**src/hw/cfs_map.vh**
```
// Behaviour
// - gain and residual from host or strap
// - host lockout threshold 4.18-16 V, inhibit below
// - strap lockout: 4.5 V low, 10.8 V upper codes
// - host-programmable input undervoltage response
// - retry: shut down, recheck input every 70ms
// - restart above warning level, default 1.05x
// - no retry as current sharing member
// - address strap: 19h-37h, open 28h, ground 26h
// - overvoltage threshold default 15% above target
// - overvoltage: latch off, or 70ms retry
// - sample output before any ramp
// - prebias below: start from prebias, then ramp
// - below case reaches target after ramp time
// - prebias above: target equals prebias, drivers on
// - above case: good after ramp, then down
// - prebias over limit: skip start, overvoltage fault
`ifndef CFS_MAP_VH
`define CFS_MAP_VH
`define CFS_CTRL          8'h00
`define CFS_LOOP_GAIN_CFG 8'h04
`define CFS_IN_LO_FAULT   8'h08
`define CFS_IN_LO_WARN    8'h0c
`define CFS_IN_LO_ACTION  8'h10
`define CFS_OUT_HI_FAULT  8'h14
`define CFS_OUT_HI_ACTION 8'h18
`define CFS_VOUT_TARGET   8'h1c
`define CFS_TIMING        8'h20
`define CFS_STATUS        8'h24
`define CFS_IRQ_STAT      8'h28
`define CFS_IRQ_MASK      8'h2c
`define CFS_STRAP         8'h30
`define CFS_VALID_BIT     16
`define CFS_VOUT_RST      16'h03e8
`define CFS_DELAY_RST     16'h0005
`define CFS_RAMP_RST      16'h0005
`define CFS_INPUT_LOCKOUT_LO_MV    16'h1194
`define CFS_INPUT_LOCKOUT_HI_MV    16'h2a30
`define CFS_INPUT_LOCKOUT_MIN_MV   16'h1054
`define CFS_INPUT_LOCKOUT_MAX_MV   16'h3e80
`define CFS_ADDR_BASE     7'h19
`define CFS_ADDR_MAX      7'h37
`define CFS_ADDR_OPEN     7'h28
`define CFS_ADDR_GND      7'h26
`define CFS_RES_LO        7'h5a
`define CFS_RES_HI        7'h64
`define CFS_ACT_LATCH     2'h0
`define CFS_ACT_RETRY     2'h1
`define CFS_ACT_IGNORE    2'h2
`define CFS_CLK_HZ        100000000
`define CFS_RETRY_MS      70
`define CFS_IRQ_UV        0
`define CFS_IRQ_OV        1
`define CFS_IRQ_PG        2
`define CFS_IRQ_RESTART   3
`endif

```
**src/hw/cfs_supervisor.v**
```verilog
`timescale 1ns/1ps
`include "cfs_map.vh"
module cfs_supervisor #(
	parameter MS_CYCLES    = `CFS_CLK_HZ / 1000,
	parameter RETRY_CYCLES = `CFS_RETRY_MS * MS_CYCLES
) (
	input  wire        aclk,
	input  wire        aresetn,
	input  wire [7:0]  s_axi_awaddr,
	input  wire [2:0]  s_axi_awprot,
	input  wire        s_axi_awvalid,
	output reg         s_axi_awready,
	input  wire [31:0] s_axi_wdata,
	input  wire [3:0]  s_axi_wstrb,
	input  wire        s_axi_wvalid,
	output reg         s_axi_wready,
	output reg  [1:0]  s_axi_bresp,
	output reg         s_axi_bvalid,
	input  wire        s_axi_bready,
	input  wire [7:0]  s_axi_araddr,
	input  wire [2:0]  s_axi_arprot,
	input  wire        s_axi_arvalid,
	output reg         s_axi_arready,
	output reg  [31:0] s_axi_rdata,
	output reg  [1:0]  s_axi_rresp,
	output reg         s_axi_rvalid,
	input  wire        s_axi_rready,
	input  wire        enable_in,
	input  wire [15:0] vin_mv,
	input  wire [15:0] vout_sense_mv,
	input  wire [4:0]  loop_gain_strap_code,
	input  wire [3:0]  softstart_lockout_strap_code,
	input  wire [4:0]  bus_address_strap_code,
	input  wire        bus_address_strap_open,
	input  wire        bus_address_strap_gnd,
	output reg         power_good_output,
	output reg         driver_enable,
	output reg  [15:0] target_mv,
	output reg  [9:0]  loop_gain_value,
	output reg  [6:0]  loop_residual,
	output reg  [6:0]  bus_address,
	output reg         irq
);
	localparam [5:0] S_OFF = 6'h01, S_DELAY = 6'h02, S_RAMP = 6'h04;
	localparam [5:0] S_ON = 6'h08, S_RETRY = 6'h10, S_LATCH = 6'h20;

	function [31:0] merge;
		input [31:0] old;
		input [31:0] nw;
		input [3:0]  strb;
		integer i;
		begin
			merge = old;
			for (i = 0; i < 4; i = i + 1)
				if (strb[i])
					merge[i*8 +: 8] = nw[i*8 +: 8];
		end
	endfunction

	function [9:0] gain_of;
		input [3:0] idx;
		begin
			case (idx)
				4'h0: gain_of = 10'h050;
				4'h1: gain_of = 10'h078;
				4'h2: gain_of = 10'h0a0;
				4'h3: gain_of = 10'h0c8;
				4'h4: gain_of = 10'h0f0;
				4'h5: gain_of = 10'h118;
				4'h6: gain_of = 10'h140;
				4'h7: gain_of = 10'h168;
				4'h8: gain_of = 10'h190;
				4'h9: gain_of = 10'h1c2;
				4'ha: gain_of = 10'h1f4;
				4'hb: gain_of = 10'h226;
				4'hc: gain_of = 10'h258;
				4'hd: gain_of = 10'h2bc;
				default: gain_of = 10'h320;
			endcase
		end
	endfunction

	reg  [31:0] ctrl_ff, gain_cfg_ff, uv_lim_ff, uv_warn_ff, uv_act_ff;
	reg  [31:0] ov_lim_ff, ov_act_ff, vtgt_ff, timing_ff, irq_stat_ff, irq_mask_ff;
	reg  [7:0]  aw_addr_ff;
	reg         aw_got_ff, w_got_ff;
	reg  [31:0] w_data_ff;
	reg  [3:0]  w_strb_ff;
	reg         strap_done_ff;
	reg  [4:0]  st_gain_ff;
	reg         st_uv_hi_ff;
	reg  [5:0]  state_ff, nxt_state;
	reg  [39:0] cnt_ff, nxt_cnt;
	reg  [39:0] acc_ff, nxt_acc;
	reg  [15:0] nxt_target;
	reg  [15:0] span_ff, nxt_span;
	reg         up_ff, nxt_up;
	reg         cause_ov_ff, nxt_cause_ov;
	reg         nxt_pg, nxt_drv;
	reg  [3:0]  ev;

	wire        aw_hs = s_axi_awvalid & s_axi_awready;
	wire        w_hs  = s_axi_wvalid & s_axi_wready;
	wire        do_wr = aw_got_ff & w_got_ff & ~s_axi_bvalid;
	wire [3:0]  widx  = aw_addr_ff[5:2];
	wire        wmap  = (aw_addr_ff[7:6] == 2'b00) && (aw_addr_ff[5:2] <= 4'hc)
				&& (aw_addr_ff[1:0] == 2'b00);

	wire        member   = ctrl_ff[1];
	wire        host_en  = ctrl_ff[0];
	wire [15:0] final_mv = vtgt_ff[15:0];
	// host values win once written, straps fill in otherwise
	wire [15:0] input_lockout_mv  = uv_lim_ff[`CFS_VALID_BIT] ? uv_lim_ff[15:0] :
				(st_uv_hi_ff ? `CFS_INPUT_LOCKOUT_HI_MV : `CFS_INPUT_LOCKOUT_LO_MV);
	wire [16:0] warn_def = {1'b0, input_lockout_mv} + {1'b0, input_lockout_mv} / 17'd20;
	wire [16:0] warn_mv  = uv_warn_ff[`CFS_VALID_BIT] ? {1'b0, uv_warn_ff[15:0]} : warn_def;
	wire [17:0] ov_def   = {2'b00, final_mv} + ({2'b00, final_mv} * 18'd3) / 18'd20;
	wire [17:0] ov_mv    = ov_lim_ff[`CFS_VALID_BIT] ? {2'b00, ov_lim_ff[15:0]} : ov_def;
	wire        uv_low   = vin_mv < input_lockout_mv;
	wire        ov_high  = {2'b00, vout_sense_mv} > ov_mv;
	wire [39:0] delay_n  = {24'h0, timing_ff[15:0]} * {8'h0, MS_CYCLES[31:0]};
	wire [39:0] ramp_n   = {24'h0, timing_ff[31:16]} * {8'h0, MS_CYCLES[31:0]};
	wire [39:0] retry_n  = {8'h0, RETRY_CYCLES[31:0]};
	wire [39:0] delta    = up_ff ? {24'h0, span_ff} : 40'h0;
	wire [3:0]  gain_idx = gain_cfg_ff[8] ? gain_cfg_ff[3:0] :
				(st_gain_ff >= 5'd15 ? st_gain_ff[3:0] - 4'd15 + 4'd0 : st_gain_ff[3:0]);
	wire        res_hi   = gain_cfg_ff[8] ? gain_cfg_ff[4] : (st_gain_ff >= 5'd15);

	// clamp host lockout writes into the legal window
	wire [31:0] uv_wr    = merge(uv_lim_ff, w_data_ff, w_strb_ff);
	wire [15:0] uv_clamp = uv_wr[15:0] < `CFS_INPUT_LOCKOUT_MIN_MV ? `CFS_INPUT_LOCKOUT_MIN_MV :
				(uv_wr[15:0] > `CFS_INPUT_LOCKOUT_MAX_MV ? `CFS_INPUT_LOCKOUT_MAX_MV : uv_wr[15:0]);

	always @(posedge aclk) begin
		if (!aresetn) begin
			s_axi_awready <= 1'b1;
			s_axi_wready  <= 1'b1;
			s_axi_bvalid  <= 1'b0;
			s_axi_bresp   <= 2'b00;
			aw_got_ff     <= 1'b0;
			w_got_ff      <= 1'b0;
			aw_addr_ff    <= 8'h00;
			w_data_ff     <= 32'h0000_0000;
			w_strb_ff     <= 4'h0;
			ctrl_ff       <= 32'h0000_0000;
			gain_cfg_ff   <= 32'h0000_0000;
			uv_lim_ff     <= 32'h0000_0000;
			uv_warn_ff    <= 32'h0000_0000;
			uv_act_ff     <= 32'h0000_0000;
			ov_lim_ff     <= 32'h0000_0000;
			ov_act_ff     <= 32'h0000_0000;
			vtgt_ff       <= {16'h0000, `CFS_VOUT_RST};
			timing_ff     <= {`CFS_RAMP_RST, `CFS_DELAY_RST};
			irq_stat_ff   <= 32'h0000_0000;
			irq_mask_ff   <= 32'h0000_0000;
		end else begin
			if (aw_hs) begin
				aw_addr_ff    <= s_axi_awaddr;
				aw_got_ff     <= 1'b1;
				s_axi_awready <= 1'b0;
			end
			if (w_hs) begin
				w_data_ff    <= s_axi_wdata;
				w_strb_ff    <= s_axi_wstrb;
				w_got_ff     <= 1'b1;
				s_axi_wready <= 1'b0;
			end
			if (do_wr) begin
				aw_got_ff    <= 1'b0;
				w_got_ff     <= 1'b0;
				s_axi_bvalid <= 1'b1;
				s_axi_bresp  <= wmap ? 2'b00 : 2'b10;
			end
			if (s_axi_bvalid && s_axi_bready) begin
				s_axi_bvalid  <= 1'b0;
				s_axi_awready <= 1'b1;
				s_axi_wready  <= 1'b1;
			end
			if (do_wr && wmap) begin
				case (widx)
					4'h0: ctrl_ff <= merge(ctrl_ff, w_data_ff, w_strb_ff) & 32'h3;
					4'h1: gain_cfg_ff <= merge(gain_cfg_ff, w_data_ff, w_strb_ff) & 32'h11f;
					4'h2: uv_lim_ff <= {uv_wr[31:16] & 16'h0001, uv_clamp};
					4'h3: uv_warn_ff <= merge(uv_warn_ff, w_data_ff, w_strb_ff) & 32'h1ffff;
					4'h4: uv_act_ff <= merge(uv_act_ff, w_data_ff, w_strb_ff) & 32'h3;
					4'h5: ov_lim_ff <= merge(ov_lim_ff, w_data_ff, w_strb_ff) & 32'h1ffff;
					4'h6: ov_act_ff <= merge(ov_act_ff, w_data_ff, w_strb_ff) & 32'h1;
					4'h7: vtgt_ff <= merge(vtgt_ff, w_data_ff, w_strb_ff) & 32'hffff;
					4'h8: timing_ff <= merge(timing_ff, w_data_ff, w_strb_ff);
					4'hb: irq_mask_ff <= merge(irq_mask_ff, w_data_ff, w_strb_ff) & 32'hf;
					default: ;
				endcase
			end
			// a new event beats a write-one-to-clear in the same cycle
			irq_stat_ff <= (irq_stat_ff & ~((do_wr && wmap && widx == 4'ha) ?
				(w_data_ff & {{8{w_strb_ff[3]}}, {8{w_strb_ff[2]}},
				{8{w_strb_ff[1]}}, {8{w_strb_ff[0]}}}) : 32'h0)) | {28'h0, ev};
		end
	end

	always @(posedge aclk) begin
		if (!aresetn) begin
			s_axi_arready <= 1'b1;
			s_axi_rvalid  <= 1'b0;
			s_axi_rdata   <= 32'h0000_0000;
			s_axi_rresp   <= 2'b00;
		end else if (s_axi_arvalid && s_axi_arready) begin
			s_axi_arready <= 1'b0;
			s_axi_rvalid  <= 1'b1;
			s_axi_rresp   <= 2'b00;
			case (s_axi_araddr)
				`CFS_CTRL:          s_axi_rdata <= ctrl_ff;
				`CFS_LOOP_GAIN_CFG: s_axi_rdata <= gain_cfg_ff;
				`CFS_IN_LO_FAULT:   s_axi_rdata <= uv_lim_ff;
				`CFS_IN_LO_WARN:    s_axi_rdata <= uv_warn_ff;
				`CFS_IN_LO_ACTION:  s_axi_rdata <= uv_act_ff;
				`CFS_OUT_HI_FAULT:  s_axi_rdata <= ov_lim_ff;
				`CFS_OUT_HI_ACTION: s_axi_rdata <= ov_act_ff;
				`CFS_VOUT_TARGET:   s_axi_rdata <= vtgt_ff;
				`CFS_TIMING:        s_axi_rdata <= timing_ff;
				`CFS_STATUS:        s_axi_rdata <= {target_mv, 4'h0, cause_ov_ff, ov_high,
						uv_low, driver_enable, power_good_output, 1'b0, state_ff};
				`CFS_IRQ_STAT:      s_axi_rdata <= irq_stat_ff;
				`CFS_IRQ_MASK:      s_axi_rdata <= irq_mask_ff;
				`CFS_STRAP:         s_axi_rdata <= {1'b0, bus_address, 7'h0,
						loop_residual, loop_gain_value};
				default: begin
					s_axi_rdata <= 32'h0000_0000;
					s_axi_rresp <= 2'b10;
				end
			endcase
		end else if (s_axi_rvalid && s_axi_rready) begin
			s_axi_rvalid  <= 1'b0;
			s_axi_arready <= 1'b1;
		end
	end

	// straps are read once, the first cycle after reset release
	always @(posedge aclk) begin
		if (!aresetn) begin
			strap_done_ff <= 1'b0;
			st_gain_ff    <= 5'h00;
			st_uv_hi_ff   <= 1'b0;
			bus_address   <= `CFS_ADDR_OPEN;
		end else if (!strap_done_ff) begin
			strap_done_ff <= 1'b1;
			st_gain_ff    <= loop_gain_strap_code > 5'd29 ? 5'd29 : loop_gain_strap_code;
			st_uv_hi_ff   <= softstart_lockout_strap_code[3];
			if (bus_address_strap_open)
				bus_address <= `CFS_ADDR_OPEN;
			else if (bus_address_strap_gnd)
				bus_address <= `CFS_ADDR_GND;
			else if (bus_address_strap_code > 5'd30)
				bus_address <= `CFS_ADDR_MAX;
			else
				bus_address <= `CFS_ADDR_BASE + {2'b00, bus_address_strap_code};
		end
	end

	always @* begin
		nxt_state    = state_ff;
		nxt_cnt      = cnt_ff + 40'h1;
		nxt_acc      = acc_ff;
		nxt_target   = target_mv;
		nxt_up       = up_ff;
		nxt_span     = span_ff;
		nxt_cause_ov = cause_ov_ff;
		nxt_pg       = power_good_output;
		nxt_drv      = driver_enable;
		ev           = 4'h0;
		case (state_ff)
			S_OFF: begin
				nxt_pg  = 1'b0;
				nxt_drv = 1'b0;
				nxt_cnt = 40'h0;
				if (strap_done_ff && host_en && enable_in && !uv_low)
					nxt_state = S_DELAY;
			end
			S_DELAY: begin
				if (uv_low || !enable_in || !host_en) begin
					nxt_state = uv_low ? S_RETRY : S_OFF;
					nxt_cause_ov = 1'b0;
					ev[`CFS_IRQ_UV] = uv_low;
					nxt_cnt = 40'h0;
				end else if (cnt_ff + 40'h1 >= delay_n) begin
					// output is sampled as the delay runs out, before any ramp
					nxt_cnt = 40'h0;
					nxt_acc = 40'h0;
					if (ov_high) begin
						nxt_state = S_RETRY;
						nxt_cause_ov = 1'b1;
						ev[`CFS_IRQ_OV] = 1'b1;
					end else begin
						nxt_target = vout_sense_mv;
						nxt_up     = vout_sense_mv < final_mv;
						nxt_span   = final_mv - vout_sense_mv;
						nxt_drv    = 1'b1;
						nxt_state  = S_RAMP;
					end
				end
			end
			S_RAMP: begin
				// one mV step at most per cycle, so exact timing needs ramp >= delta cycles
				if (acc_ff + delta >= ramp_n) begin
					nxt_acc = acc_ff + delta - ramp_n;
					if (up_ff && target_mv != final_mv)
						nxt_target = target_mv + 16'h1;
				end else begin
					nxt_acc = acc_ff + delta;
				end
				if (cnt_ff + 40'h1 >= ramp_n) begin
					if (up_ff)
						nxt_target = final_mv;
					nxt_pg    = 1'b1;
					ev[`CFS_IRQ_PG] = 1'b1;
					nxt_state = S_ON;
				end
			end
			S_ON: begin
				if (target_mv > final_mv)
					nxt_target = target_mv - 16'h1;
				else if (target_mv < final_mv)
					nxt_target = target_mv + 16'h1;
				if (!enable_in || !host_en)
					nxt_state = S_OFF;
			end
			S_RETRY: begin
				nxt_pg  = 1'b0;
				nxt_drv = 1'b0;
				if (cnt_ff + 40'h1 >= retry_n) begin
					nxt_cnt = 40'h0;
					if (cause_ov_ff || {1'b0, vin_mv} > warn_mv) begin
						nxt_state = S_DELAY;
						ev[`CFS_IRQ_RESTART] = 1'b1;
					end
				end
			end
			S_LATCH: begin
				nxt_pg  = 1'b0;
				nxt_drv = 1'b0;
				if (!enable_in || !host_en)
					nxt_state = S_OFF;
			end
			default: nxt_state = S_OFF;
		endcase
		// faults while driving (undervoltage unless its action is ignore): shut down at the next clock edge after they are seen
		if ((state_ff == S_RAMP || state_ff == S_ON) && ov_high) begin
			nxt_pg = 1'b0;
			nxt_drv = 1'b0;
			nxt_cnt = 40'h0;
			nxt_cause_ov = 1'b1;
			ev[`CFS_IRQ_OV] = 1'b1;
			nxt_state = S_RETRY;
		end else if ((state_ff == S_RAMP || state_ff == S_ON) && uv_low &&
				uv_act_ff[1:0] != `CFS_ACT_IGNORE) begin
			nxt_pg = 1'b0;
			nxt_drv = 1'b0;
			nxt_cnt = 40'h0;
			nxt_cause_ov = 1'b0;
			ev[`CFS_IRQ_UV] = 1'b1;
			nxt_state = S_RETRY;
		end
		if (nxt_state == S_RETRY && state_ff != S_RETRY) begin
			if (member || (nxt_cause_ov ? !ov_act_ff[0] :
					uv_act_ff[1:0] != `CFS_ACT_RETRY))
				nxt_state = S_LATCH;
		end
	end

	always @(posedge aclk) begin
		if (!aresetn) begin
			state_ff          <= S_OFF;
			cnt_ff            <= 40'h0;
			acc_ff            <= 40'h0;
			up_ff             <= 1'b0;
			span_ff           <= 16'h0000;
			cause_ov_ff       <= 1'b0;
			target_mv         <= 16'h0000;
			power_good_output <= 1'b0;
			driver_enable     <= 1'b0;
			loop_gain_value   <= 10'h000;
			loop_residual     <= 7'h00;
			irq               <= 1'b0;
		end else begin
			state_ff          <= nxt_state;
			cnt_ff            <= nxt_cnt;
			acc_ff            <= nxt_acc;
			up_ff             <= nxt_up;
			span_ff           <= nxt_span;
			cause_ov_ff       <= nxt_cause_ov;
			target_mv         <= nxt_target;
			power_good_output <= nxt_pg;
			driver_enable     <= nxt_drv;
			loop_gain_value   <= gain_of(gain_idx);
			loop_residual     <= res_hi ? `CFS_RES_HI : `CFS_RES_LO;
			irq               <= |(irq_stat_ff[3:0] & irq_mask_ff[3:0]);
		end
	end
endmodule

```
**config.mk**
```make
export PLATFORM = sky130hd
export DESIGN_NAME = cfs_supervisor
export DESIGN_NICKNAME = d
export VERILOG_FILES = /design/src/hw/cfs_supervisor.v
export VERILOG_INCLUDE_DIRS = /design/src /design/src/hw
export SDC_FILE = /design/constraint.sdc
export NUM_CORES = 2
export LEC_CHECK = 0
export BUFFER_PORTS_ARGS = -buffer_cell sky130_fd_sc_hd__clkbuf_2
export CELL_PAD_IN_SITES_DETAIL_PLACEMENT = 1
export CELL_PAD_IN_SITES_GLOBAL_PLACEMENT = 1
export CORE_MARGIN = 5
export CORE_UTILIZATION = 51
export DETAILED_ROUTE_END_ITERATION = 6
export GPL_TIMING_DRIVEN = 0
export PLACE_DENSITY_LB_ADDON = 0.1
export SLEW_MARGIN = 20
export SYNTH_ARGS = -nofsm -noshare
export SYNTH_HDL_FRONTEND = slang
export SYNTH_SLANG_ARGS = --single-unit
```
**constraint.sdc**
```tcl
create_clock -name aclk -period 16.4 [get_ports aclk]
set_clock_uncertainty 0.15 [all_clocks]
set_input_delay 1.64 -clock aclk [delete_from_list [all_inputs] [get_ports aclk]]
set_output_delay 1.64 -clock aclk [all_outputs]
set_load 0.01 [all_outputs]
```
# == Word level (Yosys, flattened, before mapping) ==
# Memories as Yosys holds them, arrays and structs flattened. A register that Yosys moved wholly into a read port is not among the register bits.
# Index checks and enable logic that the tools add are counted.
# totals
reg_bits,387
mem_bits_ro,144
in_bits,114
word_cells,284
mem_count,1
# memory_table
memory,depth,width,rd,rd_clocked_by_memory_dff,write_ports,line_no,source
(no name shown),16,9,1,1,0,cfs_supervisor.v:63,case (idx)
# op_classes
addsub,10
mul,3
div_mod_pow,2
n_lt_le_gt_ge,16
n_eq_ne,38
mux,84
bitwise,13
reduce_logical,67
# ops
op,n
$pmux W32 S13,1
$mux W40,6
$mux W16,13
$ge A40 B33 Y1,3
$pmux W40 S3,1
$mux W6,15
$pmux W40 S2,1
$and A32 B32 Y32,2
$reduce_and A3 Y1,20
$mul A16 B12 Y28 const B,2
$lt A16 B16 Y1,3
$pmux W16 S3,1
$add A40 B1 Y40 const B,1
$add A40 B16 Y40,1
$eq A8 B6 Y1 const B,5
$ge A40 B23 Y1 const B,1
$sub A40 B33 Y40,1
$eq A8 B5 Y1 const B,4
$mux W32,1
$not A32 Y32,1
$or A32 B4 Y32,1
$pmux W6 S5,1
$mux W1,29
$add A16 B18 Y18,1
other kinds (60),118

# == Longest topological paths before layout ==
# depth
ltp_word,15
depth_mapped,56
ltp_nobuf,52

# == Least setup slack after synthesis ==
# OpenSTA, ideal clock, no wires.
# synth_timing
path_kind,register to register
start,register vtgt_ff[1]
end,register target_mv[0]
setup_time_ns,0.070
arrival_time_ns,10.404
path_slack_ns,5.776
stages_incl_launch_ff,54
path_buffers,3
path_cell_list,dfxtp_1 ha_1 inv_1 fa_1 nor2b_1 o31a_1 o2111ai_1 a41oi_2 nand3_1 mux2i_1 o32a_1 nor2_1 o31ai_1 a22oi_2 a31oi_1 mux2_2 a2111oi_2 nor2_1 [... 18 more ...] nand2b_1 xnor2_1 nor2_1 a21oi_1 ha_1 a21o_1 a21oi_1 o21ai_0 a21o_1 a21oi_1 a311o_1 clkbuf_1 a41oi_1 a31oi_1 clkbuf_1 clkbuf_1 o21ai_0 a21oi_1
# synth_between
elab_chain_len,7
elab_cells_between_ends,18
cone_classes,add/sub: 1; mul: 1; div: 1; order compare: 3; eq/ne: 3; mux: 7; reduce/logical: 2
# synth_rtl
item,line_no,source
"start, declared",cfs_supervisor.v:84,"reg [31:0] ov_lim_ff, ov_act_ff, vtgt_ff, timing_ff, irq_stat_ff, irq_mask_ff;"
"start signal, assigned",cfs_supervisor.v:152,"vtgt_ff <= {16'h0000, `CFS_VOUT_RST};"
"start signal, assigned",cfs_supervisor.v:188,"4'h7: vtgt_ff <= merge(vtgt_ff, w_data_ff, w_strb_ff) & 32'hffff;"
$mul A16 B2 Y18 or $ne A16 B16 Y1 (tied branches),"cfs_supervisor.v:117, cfs_supervisor.v:306",
$div A18 B5 Y18 or $logic_and A1 B1 Y1 (tied branches),"cfs_supervisor.v:117, cfs_supervisor.v:306",
$add A16 B18 Y18 or $mux W16 (tied branches),"cfs_supervisor.v:117, cfs_supervisor.v:306",
$mux W18 or $mux W16 (tied branches),"cfs_supervisor.v:118, cfs_supervisor.v:304",
$gt A16 B18 Y1 or $mux W16 (tied branches),"cfs_supervisor.v:120, cfs_supervisor.v:312",
$ne A2 B2 Y1 (no line) or $mux W16 (tied branches),n/a,
$reduce_and A5 Y1 (no line) or $pmux W16 S3 (tied branches),n/a,
"end signal, assigned",cfs_supervisor.v:391,target_mv <= nxt_target;
"end, declared",cfs_supervisor.v:38,"output reg [15:0] target_mv,"
# Several ways; a longest one is shown, not always the timed one.
# A chain may end at the register's enable or synchronous reset.

# == Worst setup path after layout ==
# layout_timing
start,register vtgt_ff[1]
end,register target_mv[7]
# The elaborated chain is that of the path after synthesis.

==> metrics <==
status=complete, no violations; minimum clock period=around 14 ns; WP data required=about 17 ns; post-CTS sizing=0; Final Max Slew Viols=0; P_leak=17.5 nW; drt first pass iters=6; via count=around 36,000; Final Net Count=5,298; startpoint types=flip-flop; total power=2.38 mW; vias in the first global route=between 30,000 and 40,000; drt initial violations=around 3,100; grt met1 use=a little under half; DRC=0; cell area after synthesis=34,600 µm²; Die Width=between 200 and 300 µm; Clock Tree Root=clkbuf_16; clock buffer depth=3; WL final=between 100 and 150 mm; worst skew pair latency=between 0.6 and 0.7 ns; die height=271 µm; Setup Crit Path Kind=reg -> reg; unrepaired setup endpoints after global routing=false; GRT Total Usage=between 30% and 40%; GRT met3 Usage=under 10%; Yosys cell types=108; Top FF cell, synth=dfxtp_1; Hold Path Class=reg -> reg; grt ovf=0; layout cell share with drive strength beyond 1=approximately 7.6%; Fmax achieved=approximately 0.071 GHz; total core area=~67,000 µm²; # Max-Cap Violations=0; cts hold-fix bufs=0; Placement Rows=between 90 and 100; endpoint type of the worst setup path=flip-flop; CTS Buf Count=between 40 and 50; Total Die Area=73,200 µm²; PwrDens=between 60 and 70 nW/µm²; H-Tree Depth=2; # port buffers=182; Mapped Cells=4,418; Post-CTS Setup Repair Bufs=0; Synth-to-Final Area Change=10.6%; Worst slew margin=11.0%; Warnings, synthesis=0; CTS tree=done; CP max-delay cell=dfxtp_1; Setup TNS=0 ns; Slowest Stage Delay on Critical Path=between 0.6 and 0.7 ns; Post-DP Area=roughly 37,000 µm²; arrival time at the worst endpoint=around 14 ns; largest net degree at the start of global routing=15; GRT busiest layer=met2; dpl hpwl=approximately 120 mm; WL/cell=roughly 26 µm; number of synthesized flops with an enable pin=0; Final setup viols=0; gpl congestion=about 1.0; Async S/R FF share, synth=0%; worst-path fanout max=10; #FFs+latches synth=379; # fillers=around 8,500; most used cell, CP=o21ai_0; Hold Fails Final Rpt=0; Via-to-Cell Ratio=between 6 and 7; Routed Antenna Nets=0; initial core utilization=about half; worst vdd ir=a little over 80 µV; M2 GR Usage=between 60% and 70%; Syn Area/Cell=7.84 µm²; CTS sink count=about 380; first-pass GRT wire length=between 200 and 250 mm; I/O pins=198; register area share after synthesis=approximately 22%; Final Instance Area=about 38,000 µm²; initial antenna violation count=3; clk slew on worst S/H paths=0.07 ns; Slew @ Worst Pin=around 1.3 ns; final period utilization=85.8%
[Yosys cell counts, types with 12 or more instances]
library cell / n / share of area (%)
a211oi_1: 44 / 0.95
a21boi_0: 20 / 0.43
a21o_1: 71 / 1.5
a21oi_1: 389 / 5.6
a221oi_1: 31 / 0.78
a222oi_1: 26 / 0.75
a22o_1: 16 / 0.40
a22oi_1: 67 / 1.5
a31oi_1: 52 / 0.94
and2_1: 53 / 0.96
and3_1: 44 / 0.80
clkbuf_1: 186 / 2.0
dfxtp_1: 379 / 22
fa_1: 94 / 5.4
ha_1: 437 / 16
inv_1: 366 / 4.0
mux2i_1: 88 / 2.5
nand2_1: 418 / 4.5
nand2b_1: 41 / 0.74
nand3_1: 126 / 1.8
nand3b_1: 12 / 0.26
nand4_1: 48 / 0.87
nor2_1: 402 / 4.4
nor2b_1: 54 / 0.98
nor3_1: 89 / 1.3
nor3b_1: 14 / 0.30
nor4_1: 24 / 0.43
o211ai_1: 25 / 0.54
o21a_1: 20 / 0.43
o21ai_0: 217 / 3.1
o21bai_1: 36 / 0.78
o22ai_1: 18 / 0.33
o31ai_1: 27 / 0.59
or2_2: 19 / 0.34
or3_1: 15 / 0.27
or4_1: 13 / 0.28
xnor2_1: 148 / 3.7
xor2_1: 71 / 1.8
[report_power, final]
| part | total (mW) | leakage (nW) | switching [mW] | internal, mW |
|---|---|---|---|---|
| Combinational | 0.331 | 13.7 | 0.212 | 0.119 |
| Clock | 1.09 | 0.768 | 0.471 | 0.619 |
| Sequential | 0.963 | 3.07 | 0.0260 | 0.937 |
| Total | 2.38 | 17.5 | 0.709 | 1.68 |
[cell families (layout without fill, tap and decap cells)]
family / count (synthesis) / count (layout) / synth area share, %
other: 1 / 11 / 0.0108
DFF: 379 / 379 / 21.9
AOI/OAI and AO/OA: 1194 / 1194 / 22.5
and+or+nand+nor: 1411 / 1411 / 19.3
buffers and inverters: 581 / 849 / 6.51
muxes: 99 / 99 / 2.90
xor gates and xnor gates: 219 / 219 / 5.54
adders and majority gates: 534 / 534 / 21.3
[area by class of cell]
class                   count  area, µm²  area share, %
diodes                      6       15.0         0.0392
plain buffers             210        865           2.26
clock buffers              60       1270           3.32
clock inverters            24        314          0.820
inverters                 371       1390           3.64
multi-input cells        3462      24800           64.8
flip-flops and latches    379       7590           19.8
well taps                 873       1090           2.85
repair buffers            184        923           2.41
[stage by stage]
| step | hold WS (ns) | setup slack (ns) | instances | utilization (%) |
|---|---|---|---|---|
| floorplan | 0.261 | 5.78 | 4422 | - |
| global placement | 0.268 | 2.77 | 5477 | 54.5 |
| detailed placement | 0.276 | 2.58 | 5479 | 54.5 |
| CTS | 0.286 | 2.61 | 5563 | 56.9 |
| global route | 0.304 | 1.30 | 5563 | 56.9 |
| finish | 0.287 | 2.33 | 5569 | 56.9 |
[placed cells by master, fill, tap and decap left out, types with 15 or more instances in the layout]
| cell | n |
|---|---|
| nand4_1 | 48 |
| and3_1 | 44 |
| mux2i_1 | 88 |
| nand2b_1 | 41 |
| o21ai_0 | 217 |
| a22o_1 | 16 |
| a31oi_1 | 52 |
| fa_1 | 94 |
| a21boi_0 | 20 |
| clkbuf_16 | 45 |
| and2_1 | 53 |
| nor4_1 | 24 |
| o211ai_1 | 25 |
| dfxtp_1 | 379 |
| or2_2 | 19 |
| a222oi_1 | 26 |
| xnor2_1 | 148 |
| or3_1 | 15 |
| nor2_1 | 402 |
| clkbuf_1 | 188 |
| a211oi_1 | 43 |
| nor2b_1 | 54 |
| nand3_1 | 126 |
| xor2_1 | 71 |
| inv_1 | 366 |
| o21a_1 | 20 |
| a22oi_1 | 67 |
| clkbuf_2 | 186 |
| nand2_1 | 418 |
| ha_1 | 437 |
| a221oi_1 | 31 |
| o31ai_1 | 27 |
| a21o_1 | 71 |
| a21oi_1 | 389 |
| nor3_1 | 88 |
| o22ai_1 | 18 |
| o21bai_1 | 36 |
[final timing paths]
kind / endpoint / depth (start not counted) / from / slack [ns]
worst max-delay path: target_mv[7]$_SDFFE_PN0P_ / 53 / vtgt_ff[1]$_SDFFE_PN0P_ / 2.33
worst min-delay path: irq_stat_ff[22]$_SDFF_PN0_ / 2 / irq_stat_ff[22]$_SDFF_PN0_ / 0.29
worst max register to register: target_mv[7]$_SDFFE_PN0P_ / 53 / vtgt_ff[1]$_SDFFE_PN0P_ / 2.33
worst min register to register: irq_stat_ff[22]$_SDFF_PN0_ / 2 / irq_stat_ff[22]$_SDFF_PN0_ / 0.29
[worst max-delay path: cells and delay by family, from the launching register on]
| family | cells | cell delay (ns) |
|---|---|---|
| DFF | 1 | 0.67 |
| xor gates and xnor gates | 1 | 0.07 |
| muxes | 2 | 0.45 |
| adders and majority gates | 4 | 1.45 |
| and+or+nand+nor | 12 | 2.70 |
| buffers and inverters | 7 | 2.27 |
| AOI/OAI and AO/OA | 27 | 6.21 |
[per-layer routing]
metal	vias up	routed length [µm]
met3	509	11700
met2	1532	66200
met5	-	0
li1	16200	-
met4	0	11100
met1	17600	57000
[registers in the layout (all words and copies together) (netlist names), 5 cells and up]
register and cells:
uv_warn_ff 17, cnt_ff 40, vtgt_ff 16, loop_gain_value 9, w_data_ff 32, acc_ff 40
target_mv 16, timing_ff 32, span_ff 16, aw_addr_ff 8, st_gain_ff 5, s_axi_rdata 32
uv_lim_ff 17, irq_stat_ff 32, bus_address 6, gain_cfg_ff 6, ov_lim_ff 17, state_ff 6
Power figures use the tool's default switching activity.
